**src/logic/dctr_pkg.sv**
```systemverilog
// Constants shared by the three-channel down counter block.
package dctr_pkg;

    // Structure of the block.
    localparam int NUM_CH = 3;
    localparam int CNT_W = 16;
    localparam int BYTE_W = 8;
    localparam int SYNC_STAGES = 2;

    // Host port addresses on the byte-wide I/O bus.
    localparam logic [1:0] PORT_CH0 = 2'h0;
    localparam logic [1:0] PORT_CH1 = 2'h1;
    localparam logic [1:0] PORT_CH2 = 2'h2;
    localparam logic [1:0] PORT_CTRL = 2'h3;

    // Control word field positions.
    localparam int CW_SEL_HI = 7;
    localparam int CW_SEL_LO = 6;
    localparam int CW_ACC_HI = 5;
    localparam int CW_ACC_LO = 4;
    localparam int CW_MODE_HI = 3;
    localparam int CW_MODE_LO = 1;

    // Byte access options carried in the control word.
    localparam logic [1:0] ACC_LATCH = 2'h0;
    localparam logic [1:0] ACC_LSB = 2'h1;
    localparam logic [1:0] ACC_MSB = 2'h2;
    localparam logic [1:0] ACC_WORD = 2'h3;

    // Operating modes.
    localparam logic [2:0] MODE_TC = 3'h0;
    localparam logic [2:0] MODE_ONESHOT = 3'h1;
    localparam logic [2:0] MODE_RATE = 3'h2;
    localparam logic [2:0] MODE_SQUARE = 3'h3;
    localparam logic [2:0] MODE_SWSTB = 3'h4;
    localparam logic [2:0] MODE_HWSTB = 3'h5;

    // Reset values, and the value the control port reads.
    localparam logic [2:0] RST_MODE = 3'h0;
    localparam logic [1:0] RST_ACC = 2'h3;
    localparam logic [15:0] RST_COUNT = 16'h0000;
    localparam logic RST_OUT = 1'b0;
    localparam logic [7:0] RST_RDATA = 8'h00;
    localparam logic [7:0] CTRL_RDATA = 8'h00;

    // Count element steps.
    localparam logic [15:0] STEP_ONE = 16'h0001;
    localparam logic [15:0] STEP_TWO = 16'h0002;

endpackage : dctr_pkg

```
**src/logic/dctr_top.sv**
```systemverilog
// Three-channel 16-bit down counter with byte-wide host port.
// Summary of operation
// - Three identical independent 16-bit down counters.
// - Sixteen-bit values move as two byte accesses.
// - Single-byte load clears the other count byte.
// - Enable high counts, enable low suspends counting, except in modes one and five.
// - Six modes, zero to five, are supported.
// - Mode zero: control write drives output low.
// - Mode zero: new count loads next clock.
// - Mode zero: low n clocks, then high.
// - Mode one: count write sets output high, arms.
// - Mode one: enable edge loads, output low.
// - Mode one: trigger stays armed until reprogrammed.
// - Mode one: early retrigger reloads, stays low.
// - Mode one: new count waits for trigger.
// - Mode two: output high, counts after load.
// - Mode two: divide by n, one-clock low pulse.
// - Modes two, three: enable low forces high.
// - Modes two, three: new count at reload.
// - Mode three: output high, starts after load.
// - Mode three: square wave, divide by n.
// - Mode three: count by two, odd waits.
// - Mode three: low half ends, reload, restart.
`timescale 1ns/1ps
module dctr_top (
    // Clock and reset.
    input wire logic mclk_i,
    input wire logic nrst_i,
    // Host byte-wide I/O port.
    input wire logic [1:0] bus_addr_i,
    input wire logic bus_wr_i,
    input wire logic bus_rd_i,
    input wire logic [7:0] bus_wdata_i,
    output logic [7:0] bus_rdata_o,
    // Counter pins.
    input wire logic cnt_clk_i,
    input wire logic [2:0] gate_i,
    output logic [2:0] cnt_out_o,
    output logic tick_interrupt_line_o
);

    ////////////////////////////////////////////////////////////////////////
    // Helper functions.

    // Picks the high or low byte of a count.
    function automatic logic [7:0] pick_byte(input logic [15:0] v,
                                             input logic hi);
        pick_byte = hi ? v[15:8] : v[7:0];
    endfunction : pick_byte

    // Rounds a count down to even for the square wave.
    function automatic logic [15:0] even_cnt(input logic [15:0] v);
        even_cnt = {v[15:1], 1'b0};
    endfunction : even_cnt

    // Folds the two alias codes onto modes two and three.
    function automatic logic [2:0] norm_mode(input logic [2:0] m);
        norm_mode = m[1] ? {1'b0, m[1:0]} : m;
    endfunction : norm_mode

    ////////////////////////////////////////////////////////////////////////
    // Pin synchronisation and count clock edge.

    logic [3:0] sync_w;
    logic clk_d_r;
    logic tick;
    logic [2:0] gate_s;
    logic [7:0] byte_w [dctr_pkg::NUM_CH];
    logic [2:0] out_w;

    // Count clock and enables are asynchronous pins.
    dctr_sync #(
        .WIDTH(4)
    ) u_sync (
        .mclk_i(mclk_i),
        .nrst_i(nrst_i),
        .async_i({gate_i, cnt_clk_i}),
        .sync_o(sync_w)
    );

    // Remembers the count clock level for edge detection.
    always_ff @(posedge mclk_i)
    begin
        if (!nrst_i)
        begin
            clk_d_r <= 1'b0;
        end
        else
        begin
            clk_d_r <= sync_w[0];
        end
    end

    // One master cycle per rising count clock edge.
    assign tick = sync_w[0] & ~clk_d_r;
    assign gate_s = sync_w[3:1];

    ////////////////////////////////////////////////////////////////////////
    // Host read data register.

    // Returns the selected byte; the control port reads as zero.
    always_ff @(posedge mclk_i)
    begin
        if (!nrst_i)
        begin
            bus_rdata_o <= dctr_pkg::RST_RDATA;
        end
        else if (bus_rd_i)
        begin
            if (bus_addr_i == dctr_pkg::PORT_CH0)
            begin
                bus_rdata_o <= byte_w[0];
            end
            else if (bus_addr_i == dctr_pkg::PORT_CH1)
            begin
                bus_rdata_o <= byte_w[1];
            end
            else if (bus_addr_i == dctr_pkg::PORT_CH2)
            begin
                bus_rdata_o <= byte_w[2];
            end
            else
            begin
                bus_rdata_o <= dctr_pkg::CTRL_RDATA;
            end
        end
    end

    assign cnt_out_o = out_w;
    assign tick_interrupt_line_o = out_w[0];

    ////////////////////////////////////////////////////////////////////////
    // Counter channels.

    for (genvar ch = 0; ch < dctr_pkg::NUM_CH; ch++)
    begin : g_ch
        logic [2:0] mode_r;
        logic [1:0] acc_r;
        logic [15:0] cr_r;
        logic [15:0] ce_r;
        logic [15:0] ol_r;
        logic out_r;
        logic wr_hi_r;
        logic rd_hi_r;
        logic latched_r;
        logic pend_r;
        logic armed_r;
        logic trig_r;
        logic run_r;
        logic done_r;
        logic low_ph_r;
        logic ext_r;
        logic gate_d_r;
        logic gate;
        logic cw_sel;
        logic cw_hit;
        logic cw_latch;
        logic cnt_wr;
        logic cnt_done;
        logic cnt_rd;
        logic rd_hi;

        // Decodes host accesses aimed at this channel.
        assign gate = gate_s[ch];
        assign cw_sel = bus_wr_i && (bus_addr_i == dctr_pkg::PORT_CTRL) &&
            (bus_wdata_i[dctr_pkg::CW_SEL_HI:dctr_pkg::CW_SEL_LO] == 2'(ch));
        assign cw_latch = cw_sel && (bus_wdata_i[dctr_pkg::CW_ACC_HI:
            dctr_pkg::CW_ACC_LO] == dctr_pkg::ACC_LATCH);
        assign cw_hit = cw_sel && !cw_latch;
        assign cnt_wr = bus_wr_i && (bus_addr_i == 2'(ch));
        assign cnt_rd = bus_rd_i && (bus_addr_i == 2'(ch));
        assign cnt_done = cnt_wr &&
            ((acc_r != dctr_pkg::ACC_WORD) || wr_hi_r);

        // control word sets mode and access
        always_ff @(posedge mclk_i)
        begin
            if (!nrst_i)
            begin
                mode_r <= dctr_pkg::RST_MODE;
                acc_r <= dctr_pkg::RST_ACC;
            end
            else if (cw_hit)
            begin
                mode_r <= norm_mode(bus_wdata_i[dctr_pkg::CW_MODE_HI:
                    dctr_pkg::CW_MODE_LO]);
                acc_r <= bus_wdata_i[dctr_pkg::CW_ACC_HI:dctr_pkg::CW_ACC_LO];
            end
        end

        // Count register loaded a byte at a time.
        always_ff @(posedge mclk_i)
        begin
            if (!nrst_i)
            begin
                cr_r <= dctr_pkg::RST_COUNT;
                wr_hi_r <= 1'b0;
            end
            else if (cw_hit)
            begin
                wr_hi_r <= 1'b0;
            end
            else if (cnt_wr)
            begin
                if (acc_r == dctr_pkg::ACC_LSB)
                begin
                    cr_r <= {8'h00, bus_wdata_i};
                end
                else if (acc_r == dctr_pkg::ACC_MSB)
                begin
                    cr_r <= {bus_wdata_i, 8'h00};
                end
                else if (wr_hi_r)
                begin
                    cr_r[15:8] <= bus_wdata_i;
                    wr_hi_r <= 1'b0;
                end
                else
                begin
                    cr_r[7:0] <= bus_wdata_i;
                    wr_hi_r <= 1'b1;
                end
            end
        end

        // Output latch, latch command and read byte order.
        always_ff @(posedge mclk_i)
        begin
            if (!nrst_i)
            begin
                ol_r <= dctr_pkg::RST_COUNT;
                latched_r <= 1'b0;
                rd_hi_r <= 1'b0;
            end
            else if (cw_hit)
            begin
                latched_r <= 1'b0;
                rd_hi_r <= 1'b0;
            end
            else if (cw_latch && !latched_r)
            begin
                ol_r <= ce_r;
                latched_r <= 1'b1;
            end
            else if (cnt_rd)
            begin
                if (acc_r == dctr_pkg::ACC_WORD)
                begin
                    rd_hi_r <= !rd_hi_r;
                end
                if ((acc_r != dctr_pkg::ACC_WORD) || rd_hi_r)
                begin
                    latched_r <= 1'b0;
                end
            end
        end

        assign rd_hi = (acc_r == dctr_pkg::ACC_MSB) ||
            ((acc_r == dctr_pkg::ACC_WORD) && rd_hi_r);
        assign byte_w[ch] = pick_byte(latched_r ? ol_r : ce_r, rd_hi);

        // enable edge triggers each counter from its own gate
        always_ff @(posedge mclk_i)
        begin
            if (!nrst_i)
            begin
                gate_d_r <= 1'b0;
                trig_r <= 1'b0;
                armed_r <= 1'b0;
            end
            else
            begin
                gate_d_r <= gate;
                // A new edge wins over consumption in the same cycle.
                if (gate && !gate_d_r)
                begin
                    trig_r <= 1'b1;
                end
                else if (tick || cw_hit)
                begin
                    trig_r <= 1'b0;
                end
                if (cw_hit)
                begin
                    armed_r <= 1'b0;
                end
                else if (cnt_done && ((mode_r == dctr_pkg::MODE_ONESHOT) ||
                         (mode_r == dctr_pkg::MODE_HWSTB)))
                begin
                    armed_r <= 1'b1;
                end
            end
        end

        // Counting element and output waveform.
        always_ff @(posedge mclk_i)
        begin
            if (!nrst_i)
            begin
                ce_r <= dctr_pkg::RST_COUNT;
                out_r <= dctr_pkg::RST_OUT;
                pend_r <= 1'b0;
                run_r <= 1'b0;
                done_r <= 1'b0;
                low_ph_r <= 1'b0;
                ext_r <= 1'b0;
            end
            else if (cw_hit)
            begin
                // mode zero output low, others high
                out_r <= (bus_wdata_i[dctr_pkg::CW_MODE_HI:
                    dctr_pkg::CW_MODE_LO] != dctr_pkg::MODE_TC);
                run_r <= 1'b0;
                pend_r <= 1'b0;
                done_r <= 1'b0;
                low_ph_r <= 1'b0;
                ext_r <= 1'b0;
            end
            else
            begin
                // count takes effect on next clock in modes zero and four, and in modes two and three before the first load
                if (cnt_done && ((mode_r == dctr_pkg::MODE_TC) ||
                    (mode_r == dctr_pkg::MODE_SWSTB) || !run_r))
                begin
                    pend_r <= 1'b1;
                end
                // writing a count restarts the low phase
                if (cnt_done && (mode_r == dctr_pkg::MODE_TC))
                begin
                    out_r <= 1'b0;
                end
                if (cnt_done && (mode_r == dctr_pkg::MODE_ONESHOT))
                begin
                    out_r <= 1'b1;
                end
                if (tick)
                begin
                    case (mode_r)
                        dctr_pkg::MODE_TC,
                        dctr_pkg::MODE_SWSTB:
                        begin
                            if (pend_r)
                            begin
                                ce_r <= cr_r;
                                pend_r <= cnt_done; // Keep a new count.
                                run_r <= 1'b1;
                                done_r <= 1'b0;
                            end
                            else if (run_r && gate)
                            begin
                                ce_r <= ce_r - dctr_pkg::STEP_ONE;
                                // once the count hits zero, mode zero goes high, mode four low
                                if ((ce_r == dctr_pkg::STEP_ONE) && !done_r)
                                begin
                                    out_r <= (mode_r == dctr_pkg::MODE_TC) &&
                                        !cnt_done;
                                    done_r <= 1'b1;
                                end
                                else if (mode_r == dctr_pkg::MODE_SWSTB)
                                begin
                                    out_r <= 1'b1;
                                end
                            end
                        end
                        dctr_pkg::MODE_ONESHOT,
                        dctr_pkg::MODE_HWSTB:
                        begin
                            if (trig_r && armed_r)
                            begin
                                ce_r <= cr_r;
                                run_r <= 1'b1;
                                done_r <= 1'b0;
                                out_r <= (mode_r == dctr_pkg::MODE_HWSTB);
                            end
                            else if (run_r)
                            begin
                                ce_r <= ce_r - dctr_pkg::STEP_ONE;
                                if ((ce_r == dctr_pkg::STEP_ONE) && !done_r)
                                begin
                                    out_r <= (mode_r ==
                                        dctr_pkg::MODE_ONESHOT);
                                    done_r <= 1'b1;
                                end
                                else if (mode_r == dctr_pkg::MODE_HWSTB)
                                begin
                                    out_r <= 1'b1;
                                end
                            end
                        end
                        dctr_pkg::MODE_RATE:
                        begin
                            // first load one clock after count
                            if (gate && (trig_r || (pend_r && !run_r)))
                            begin
                                ce_r <= cr_r;
                                run_r <= 1'b1;
                                pend_r <= 1'b0;
                                out_r <= 1'b1;
                            end
                            // one-clock low pulse at count one
                            else if (gate && run_r)
                            begin
                                if (ce_r == dctr_pkg::STEP_TWO)
                                begin
                                    ce_r <= dctr_pkg::STEP_ONE;
                                    out_r <= 1'b0;
                                end
                                else if (ce_r == dctr_pkg::STEP_ONE)
                                begin
                                    ce_r <= cr_r;
                                    out_r <= 1'b1;
                                end
                                else
                                begin
                                    ce_r <= ce_r - dctr_pkg::STEP_ONE;
                                end
                            end
                        end
                        dctr_pkg::MODE_SQUARE:
                        begin
                            // first load one clock after count
                            if (gate && (trig_r || (pend_r && !run_r)))
                            begin
                                ce_r <= even_cnt(cr_r);
                                run_r <= 1'b1;
                                pend_r <= 1'b0;
                                out_r <= 1'b1;
                                low_ph_r <= 1'b0;
                                ext_r <= 1'b0;
                            end
                            else if (gate && run_r)
                            begin
                                // odd count holds high one more
                                if (ext_r)
                                begin
                                    ext_r <= 1'b0;
                                    out_r <= 1'b0;
                                    low_ph_r <= 1'b1;
                                    ce_r <= even_cnt(cr_r);
                                end
                                else if (ce_r == dctr_pkg::STEP_TWO)
                                begin
                                    if (!low_ph_r && cr_r[0])
                                    begin
                                        ext_r <= 1'b1;
                                        ce_r <= ce_r - dctr_pkg::STEP_TWO;
                                    end
                                    else
                                    begin
                                        out_r <= low_ph_r;
                                        low_ph_r <= !low_ph_r;
                                        ce_r <= even_cnt(cr_r);
                                    end
                                end
                                else
                                begin
                                    ce_r <= ce_r - dctr_pkg::STEP_TWO;
                                end
                            end
                        end
                        default:
                        begin
                            run_r <= 1'b0;
                        end
                    endcase
                end
                if (!gate && ((mode_r == dctr_pkg::MODE_RATE) ||
                    (mode_r == dctr_pkg::MODE_SQUARE)))
                begin
                    out_r <= 1'b1;
                    low_ph_r <= 1'b0;
                    ext_r <= 1'b0;
                end
            end
        end

        assign out_w[ch] = out_r;
    end

endmodule : dctr_top

```
**src/logic/dctr_sync.sv**
```systemverilog
// Two-stage synchroniser for pins entering the master clock domain.
`timescale 1ns/1ps
module dctr_sync #(
    parameter int WIDTH = 4
) (
    // Clock and reset.
    input wire logic mclk_i,
    input wire logic nrst_i,
    // Asynchronous inputs and their synchronised copies.
    input wire logic [WIDTH-1:0] async_i,
    output logic [WIDTH-1:0] sync_o
);

    logic [WIDTH-1:0] meta_r;

    // Refuse a width the flops cannot serve.
    if (WIDTH < 1)
    begin : g_bad_width
        $error("dctr_sync needs WIDTH of at least one");
    end

    // First stage feeds only the second stage.
    always_ff @(posedge mclk_i)
    begin
        if (!nrst_i)
        begin
            meta_r <= '0;
            sync_o <= '0;
        end
        else
        begin
            meta_r <= async_i;
            sync_o <= meta_r;
        end
    end

endmodule : dctr_sync

```
**config.mk**
```make
export PLATFORM = sky130hd
export DESIGN_NAME = dctr_top
export DESIGN_NICKNAME = d
export VERILOG_FILES = /design/src/logic/dctr_pkg.sv /design/src/logic/dctr_top.sv /design/src/logic/dctr_sync.sv
export SDC_FILE = /design/constraint.sdc
export NUM_CORES = 1
export LEC_CHECK = 0
export ABC_AREA = 1
export BUFFER_PORTS_ARGS = -buffer_cell sky130_fd_sc_hd__buf_2
export CAP_MARGIN = 0
export CORE_ASPECT_RATIO = 1.4
export CORE_MARGIN = 1
export CORE_UTILIZATION = 30
export CTS_BUF_LIST = sky130_fd_sc_hd__clkbuf_8 sky130_fd_sc_hd__clkbuf_16
export CTS_CLUSTER_SIZE = 14
export DETAILED_ROUTE_END_ITERATION = 10
export PLACE_DENSITY = 0.55
export SYNTH_ARGS = -nofsm -noshare
export SYNTH_HDL_FRONTEND = slang
export SYNTH_SLANG_ARGS = --single-unit
```
**constraint.sdc**
```tcl
create_clock -name mclk_i -period 2.66 [get_ports mclk_i]
set_input_delay 0.266 -clock mclk_i [delete_from_list [all_inputs] [get_ports mclk_i]]
set_output_delay 0.266 -clock mclk_i [all_outputs]
set_load 0.02 [all_outputs]
```
Word-level counts from Yosys, hierarchy flattened
Index checks and enable logic that the tools add are counted.

Input port bits: 18. Register bits: 212. Output and inout port bits: 12.

Bitwise gates (word level): 15. Equality and inequality tests: 65. Add/sub/neg operators: 6. Mux-type cells: 226. Reduce and logical (&&, ||, !) cells: 197.

Operators by type and width (number): $mux W16 (48); $pmux W16 S4 (3); $mux W1 (150); $mux W8 (12); $logic_and A1 B1 Y1 (64); $eq A16 B1 Y1 const B (3); $eq A16 B2 Y1 const B (3); $sub A16 B1 Y16 const B (3); $sub A16 B2 Y16 const B (3); $ne A3 B3 Y1 const B (15); $reduce_and A3 Y1 (15); $reduce_bool A2 Y1 (15); $logic_not A1 Y1 (27); $logic_or A1 B1 Y1 (27); $reduce_and A4 Y1 (6); $reduce_or A2 Y1 (12); $reduce_and A7 Y1 (3); $reduce_bool A3 Y1 (7); $eq A2 B2 Y1 const B (9); $eq A3 B2 Y1 const B (6); $eq A3 B3 Y1 const B (6); $ne A2 B2 Y1 const B (9); $reduce_and A5 Y1 (3); $not A1 Y1 (14); other kinds (14) (46).

Logic depth before layout (Yosys ltp)
Word-level depth: 15. Depth in mapped cells: 17. Gate-level depth less buffers: 17.

Hierarchy
A second synthesis with hierarchy kept.

Cell total of the unflattened synthesis: 2101. Area total of the unflattened synthesis: 13922.1 sq um.

By module, submodules not included: dctr_top (instances 1, area an instance 13696.9 sq um, cells each 2076, seq. area each 4083.9 sq um); dctr_sync (instances 1, area an instance 225.2 sq um, cells each 25, seq. area each 160.2 sq um).

Worst setup path after synthesis
Ideal clock, no wire load.

Path kind: register -> register. Start: register g_ch[2].ce_r[1]. End: register g_ch[2].ce_r[15]. Setup slack: 0.784 ns. Buffers on the path: 1. Stages on the path, launching flop included: 13. Clock period less this slack: 1.876 ns. Arrival time: 1.767 ns. Data required time: 2.551 ns. Path through: dfxtp_1 inv_1 ha_1 clkbuf_1 nand2_1 nor2_1 nand2_1 xor2_1 o21ai_0 a21oi_1 o211ai_1 nand2_1 inv_1.

Longest elaborated chain between the ends: 7. Elaborated cells between the ends (all ways): 18.

RTL lines: start, declared (RTL line dctr_top.sv:140) `logic [15:0] ce_r;`; start signal, assigned (RTL line dctr_top.sv:300) `ce_r <= dctr_pkg::RST_COUNT;`; start signal, assigned (RTL line dctr_top.sv:344) `ce_r <= cr_r;`; start signal, assigned (RTL line dctr_top.sv:351) `ce_r <= ce_r - dctr_pkg::STEP_ONE;`; $sub A16 B2 Y16 (RTL line dctr_top.sv:446, dctr_top.sv:457); $mux W16 (RTL line dctr_top.sv:443) `if (!low_ph_r && cr_r[0])`; $mux W16 (RTL line dctr_top.sv:441) `else if (ce_r == dctr_pkg::STEP_TWO)`; $mux W16 (RTL line dctr_top.sv:434) `if (ext_r)`; $mux W16 (RTL line dctr_top.sv:431) `else if (gate && run_r)`; $mux W16 (RTL line dctr_top.sv:422) `if (gate && (trig_r || (pend_r && !run_r)))`; $pmux W16 S4 * (RTL line dctr_top.sv:338) `case (mode_r)`.

Mark *: on every way between the ends. The rest lies on a longest branch, timed or not. The select of a mux whose other input is x is not followed. A chain may end at the register's enable or synchronous reset.

Worst setup path after layout
Start: register g_ch[2].ce_r[1]. End: register g_ch[2].ce_r[9].

The elaborated chain is that of the path after synthesis.

==> out/qor.yml <==
place_area_um2: 14920
grt_pass1_wl_um: 78540
synthSimpleGateAreaFrac: 0.2730
met2_length_um: 24300
cp_max_fo: 8
vias: 14302
synth.most_common_cell: "nand2_1"
io_buffer_count: 29
path_common_cell: "nand2_1"
powerDensity_nw_per_um2: 502.7
worst-setup-path-type: "flop to flop"
drcViolationCount: 0
cts_setup_buffers: 0
worst-slew-pin-transition_ns: 0.7280
worst_path_max_delay_cell: "ha_1"
hold_path_end: "u_sync.meta_r[1]"
gr-total-overflow: 0
pin_count: 30
synthesis.instances: 2099
status: "completed"
hold_path.class: "input port to flop"
nNetsFinal: 2167
multiInputGateArea_um2: 8364
hold_path_depth: 3
cp.arrival_ns: 2.88
crit_required_ns: 3.09
start_util: 0.3040
finalHoldViolations: 0
layout-drive-gt1-share: 0.1199
insertion_delay_ns: 0.55
antenna_found_initial: 4
synth_area_um2: 14010
synth_largest_area_cell: "dfxtp_1"
drt_iter0_drc: 1071
fin_skew_ns: 0.01261
synth_top_family_by_area: "simple AND/OR/NAND/NOR gates"
slew_headroom: 0.5129
finalMaxSlewViolations: 0
topRoutingLayerUsed: "met5"
crit_path_end_kind: "flop"
wirelength_um: 50450
synth-xor-area-share: 0.04502
total_power_mw: 7.963
cts_tree: "built"
synth_top_area_share: 0.3030
regArea_um2: 4244
setup_violations: 0
r2r_slack_ns: 0.21
synth_common_cells: "nand2_1 (400), inv_1 (233), dfxtp_1 (212)"
syn_nets: 2141
worstHoldStart: "nrst_i"
setup_tns_ns: 0
postCtsHoldBufs: 4
max_clock_freq_ghz: 0.4084
first_pass_iters: 5
cpPeakStageDelay_ns: 0.39
core-area_um2: 46080
cts_sinks: 212
fill_cells: 5033
fin_crit_ns: 2.449
gp_congestion: 0.9541
leakagePower_nw: 6.725
htreeDepth: 1
cts_made_buffers: 25
pre_cts_slack_ns: 0.2813
wl_met3_um: 2448
maxCapViolCount: 0
wl_met1_um: 19660
fin_hold_ws_ns: 0.1191
rsz0062_at_grt: "false"
worst_slack_ns: 0.2114
ys_seq_area_frac: 0.3030
post_cts_resized: 0
dp_hpwl_um: 38260
cts_root_buf: "clkbuf_16"
utilization: 0.3438
ant_nets: 0
startpoint_type: "flop"
avgSynthCellArea_um2: 6.673
synth_compound_area_frac: 0.2573
syn_to_final_growth_pct: 13.10
grt_use_total: 0.2118
synth_edf_count: 0
clockBufferDepth: 3
die_w_um: 184.6
synthArstFlopShare: 0
ys.flop_type: "dfxtp_1"
irDropWorstVdd_mv: 0.3849
placed_cells: 2711
path_cells: "inv_1 > ha_1 > nand2_1 > nor2_1 > nand2_1 > xor2_1 > nand2_1 > o21ai_0 > nand2_1 > o2111ai_1 > nor2_1 > nor2_1"
rr_startpoint: "g_ch[2].ce_r[1]"
wl_per_cell_um: 18.27
path_clk_slew_ns: 0.07
die_h_um: 257.7
synthTopCellsByArea: "dfxtp_1 (30%), nand2_1 (11%), a21oi_1 (7.4%), o21ai_0 (6.8%), inv_1 (6.2%)"
final_cell_area_um2: 15840
synth_cell_types: 57
grt_pass1_vias: 13981
r2r-end: "g_ch[2].ce_r[9]"
synthAdderAreaFrac: 0.02144
r2r_cells: 12
viasPerCell: 5.178
synth_seq_cells: 212
synth_warnings: 0
synth_mux_area_frac: 0
period_share: 0.9205
finalNonFillerCells: 2762
die-area_um2: 47570
grt_start_max_net_pins: 46
num_rows: 93
## routing by layer
layer  track usage  vias to the layer above
li1              -                     7097
met1        0.2356                     6548
met2        0.3665                      480
met3       0.02679                      171
met4        0.1586                        6
met5             0                        -
## worst max path at each step
stage	startpoint	to	slack [ns]	cells after the start
global placement	g_ch[2].ce_r[1]	g_ch[2].ce_r[9]	0.29	12
global route	g_ch[2].ce_r[1]	g_ch[2].ce_r[9]	0.05	12
detailed placement	g_ch[2].ce_r[1]	g_ch[2].ce_r[9]	0.28	12
CTS	g_ch[2].ce_r[1]	g_ch[2].ce_r[9]	0.25	12
floorplan	g_ch[2].ce_r[1]	g_ch[2].ce_r[15]	0.78	12
finish	g_ch[2].ce_r[1]	g_ch[2].ce_r[9]	0.21	12
## flip-flops by register name, summed over array words and instances (netlist names), 4 cells and up
register,flops
u_sync.sync_o,4
u_sync.meta_r,4
g_ch.acc_r,6
g_ch.mode_r,9
g_ch.ol_r,48
g_ch.cr_r,48
g_ch.ce_r,48
bus_rdata_o,8
## worst max-delay path, delay by kind of cell (launching register included)
kind	cells	cell delay, ns
and+or+nand+nor	7	0.90
adders and majority gates	1	0.39
xor gates and xnor gates	1	0.18
AOI/OAI and AO/OA	2	0.17
buffers and inverters	1	0.32
DFF	1	0.36
## cell type report
type | instances | share of cell area
clock inverters | 14 | 0.009953
inverters | 265 | 0.06311
multi-input cells | 1536 | 0.5280
repair buffers | 85 | 0.03649
well taps | 617 | 0.04874
clock buffers | 32 | 0.04558
diodes | 1 | 0.0001580
flip-flops and latches | 212 | 0.2679
## logic make-up (layout without fill, tap and decap cells)
kind of cell	after synthesis	in the layout
AOI/OAI and AO/OA	615	615
xor gates and xnor gates	72	72
adders and majority gates	24	24
buffers and inverters	351	396
DFF	212	212
other	0	1
and+or+nand+nor	825	825
## report_power, final
| group | leakage, nW | total, mW | internal (mW) | switching [mW] |
|---|---|---|---|---|
| Combinational | 4.57 | 0.942 | 0.294 | 0.648 |
| Clock | 0.443 | 3.72 | 2.21 | 1.51 |
| Sequential | 1.72 | 3.31 | 3.24 | 0.0641 |
## cells in the final DEF, fill, tap and decap left out, types with 25 or more instances in the layout
cell / Yosys / layout
dfxtp_1: 212 / 212
a211oi_1: 46 / 46
o21ai_1: 26 / 26
nand2_2: 25 / 25
nor2_1: 198 / 198
xor2_1: 66 / 66
buf_4: 6 / 53
inv_1: 233 / 234
o211ai_1: 61 / 61
nand3_1: 85 / 85
nand2_1: 400 / 400
buf_2: 17 / 28
clkbuf_16: 0 / 25
o21ai_0: 190 / 190
a21oi_1: 207 / 207
(Power assumes the default switching activity.)
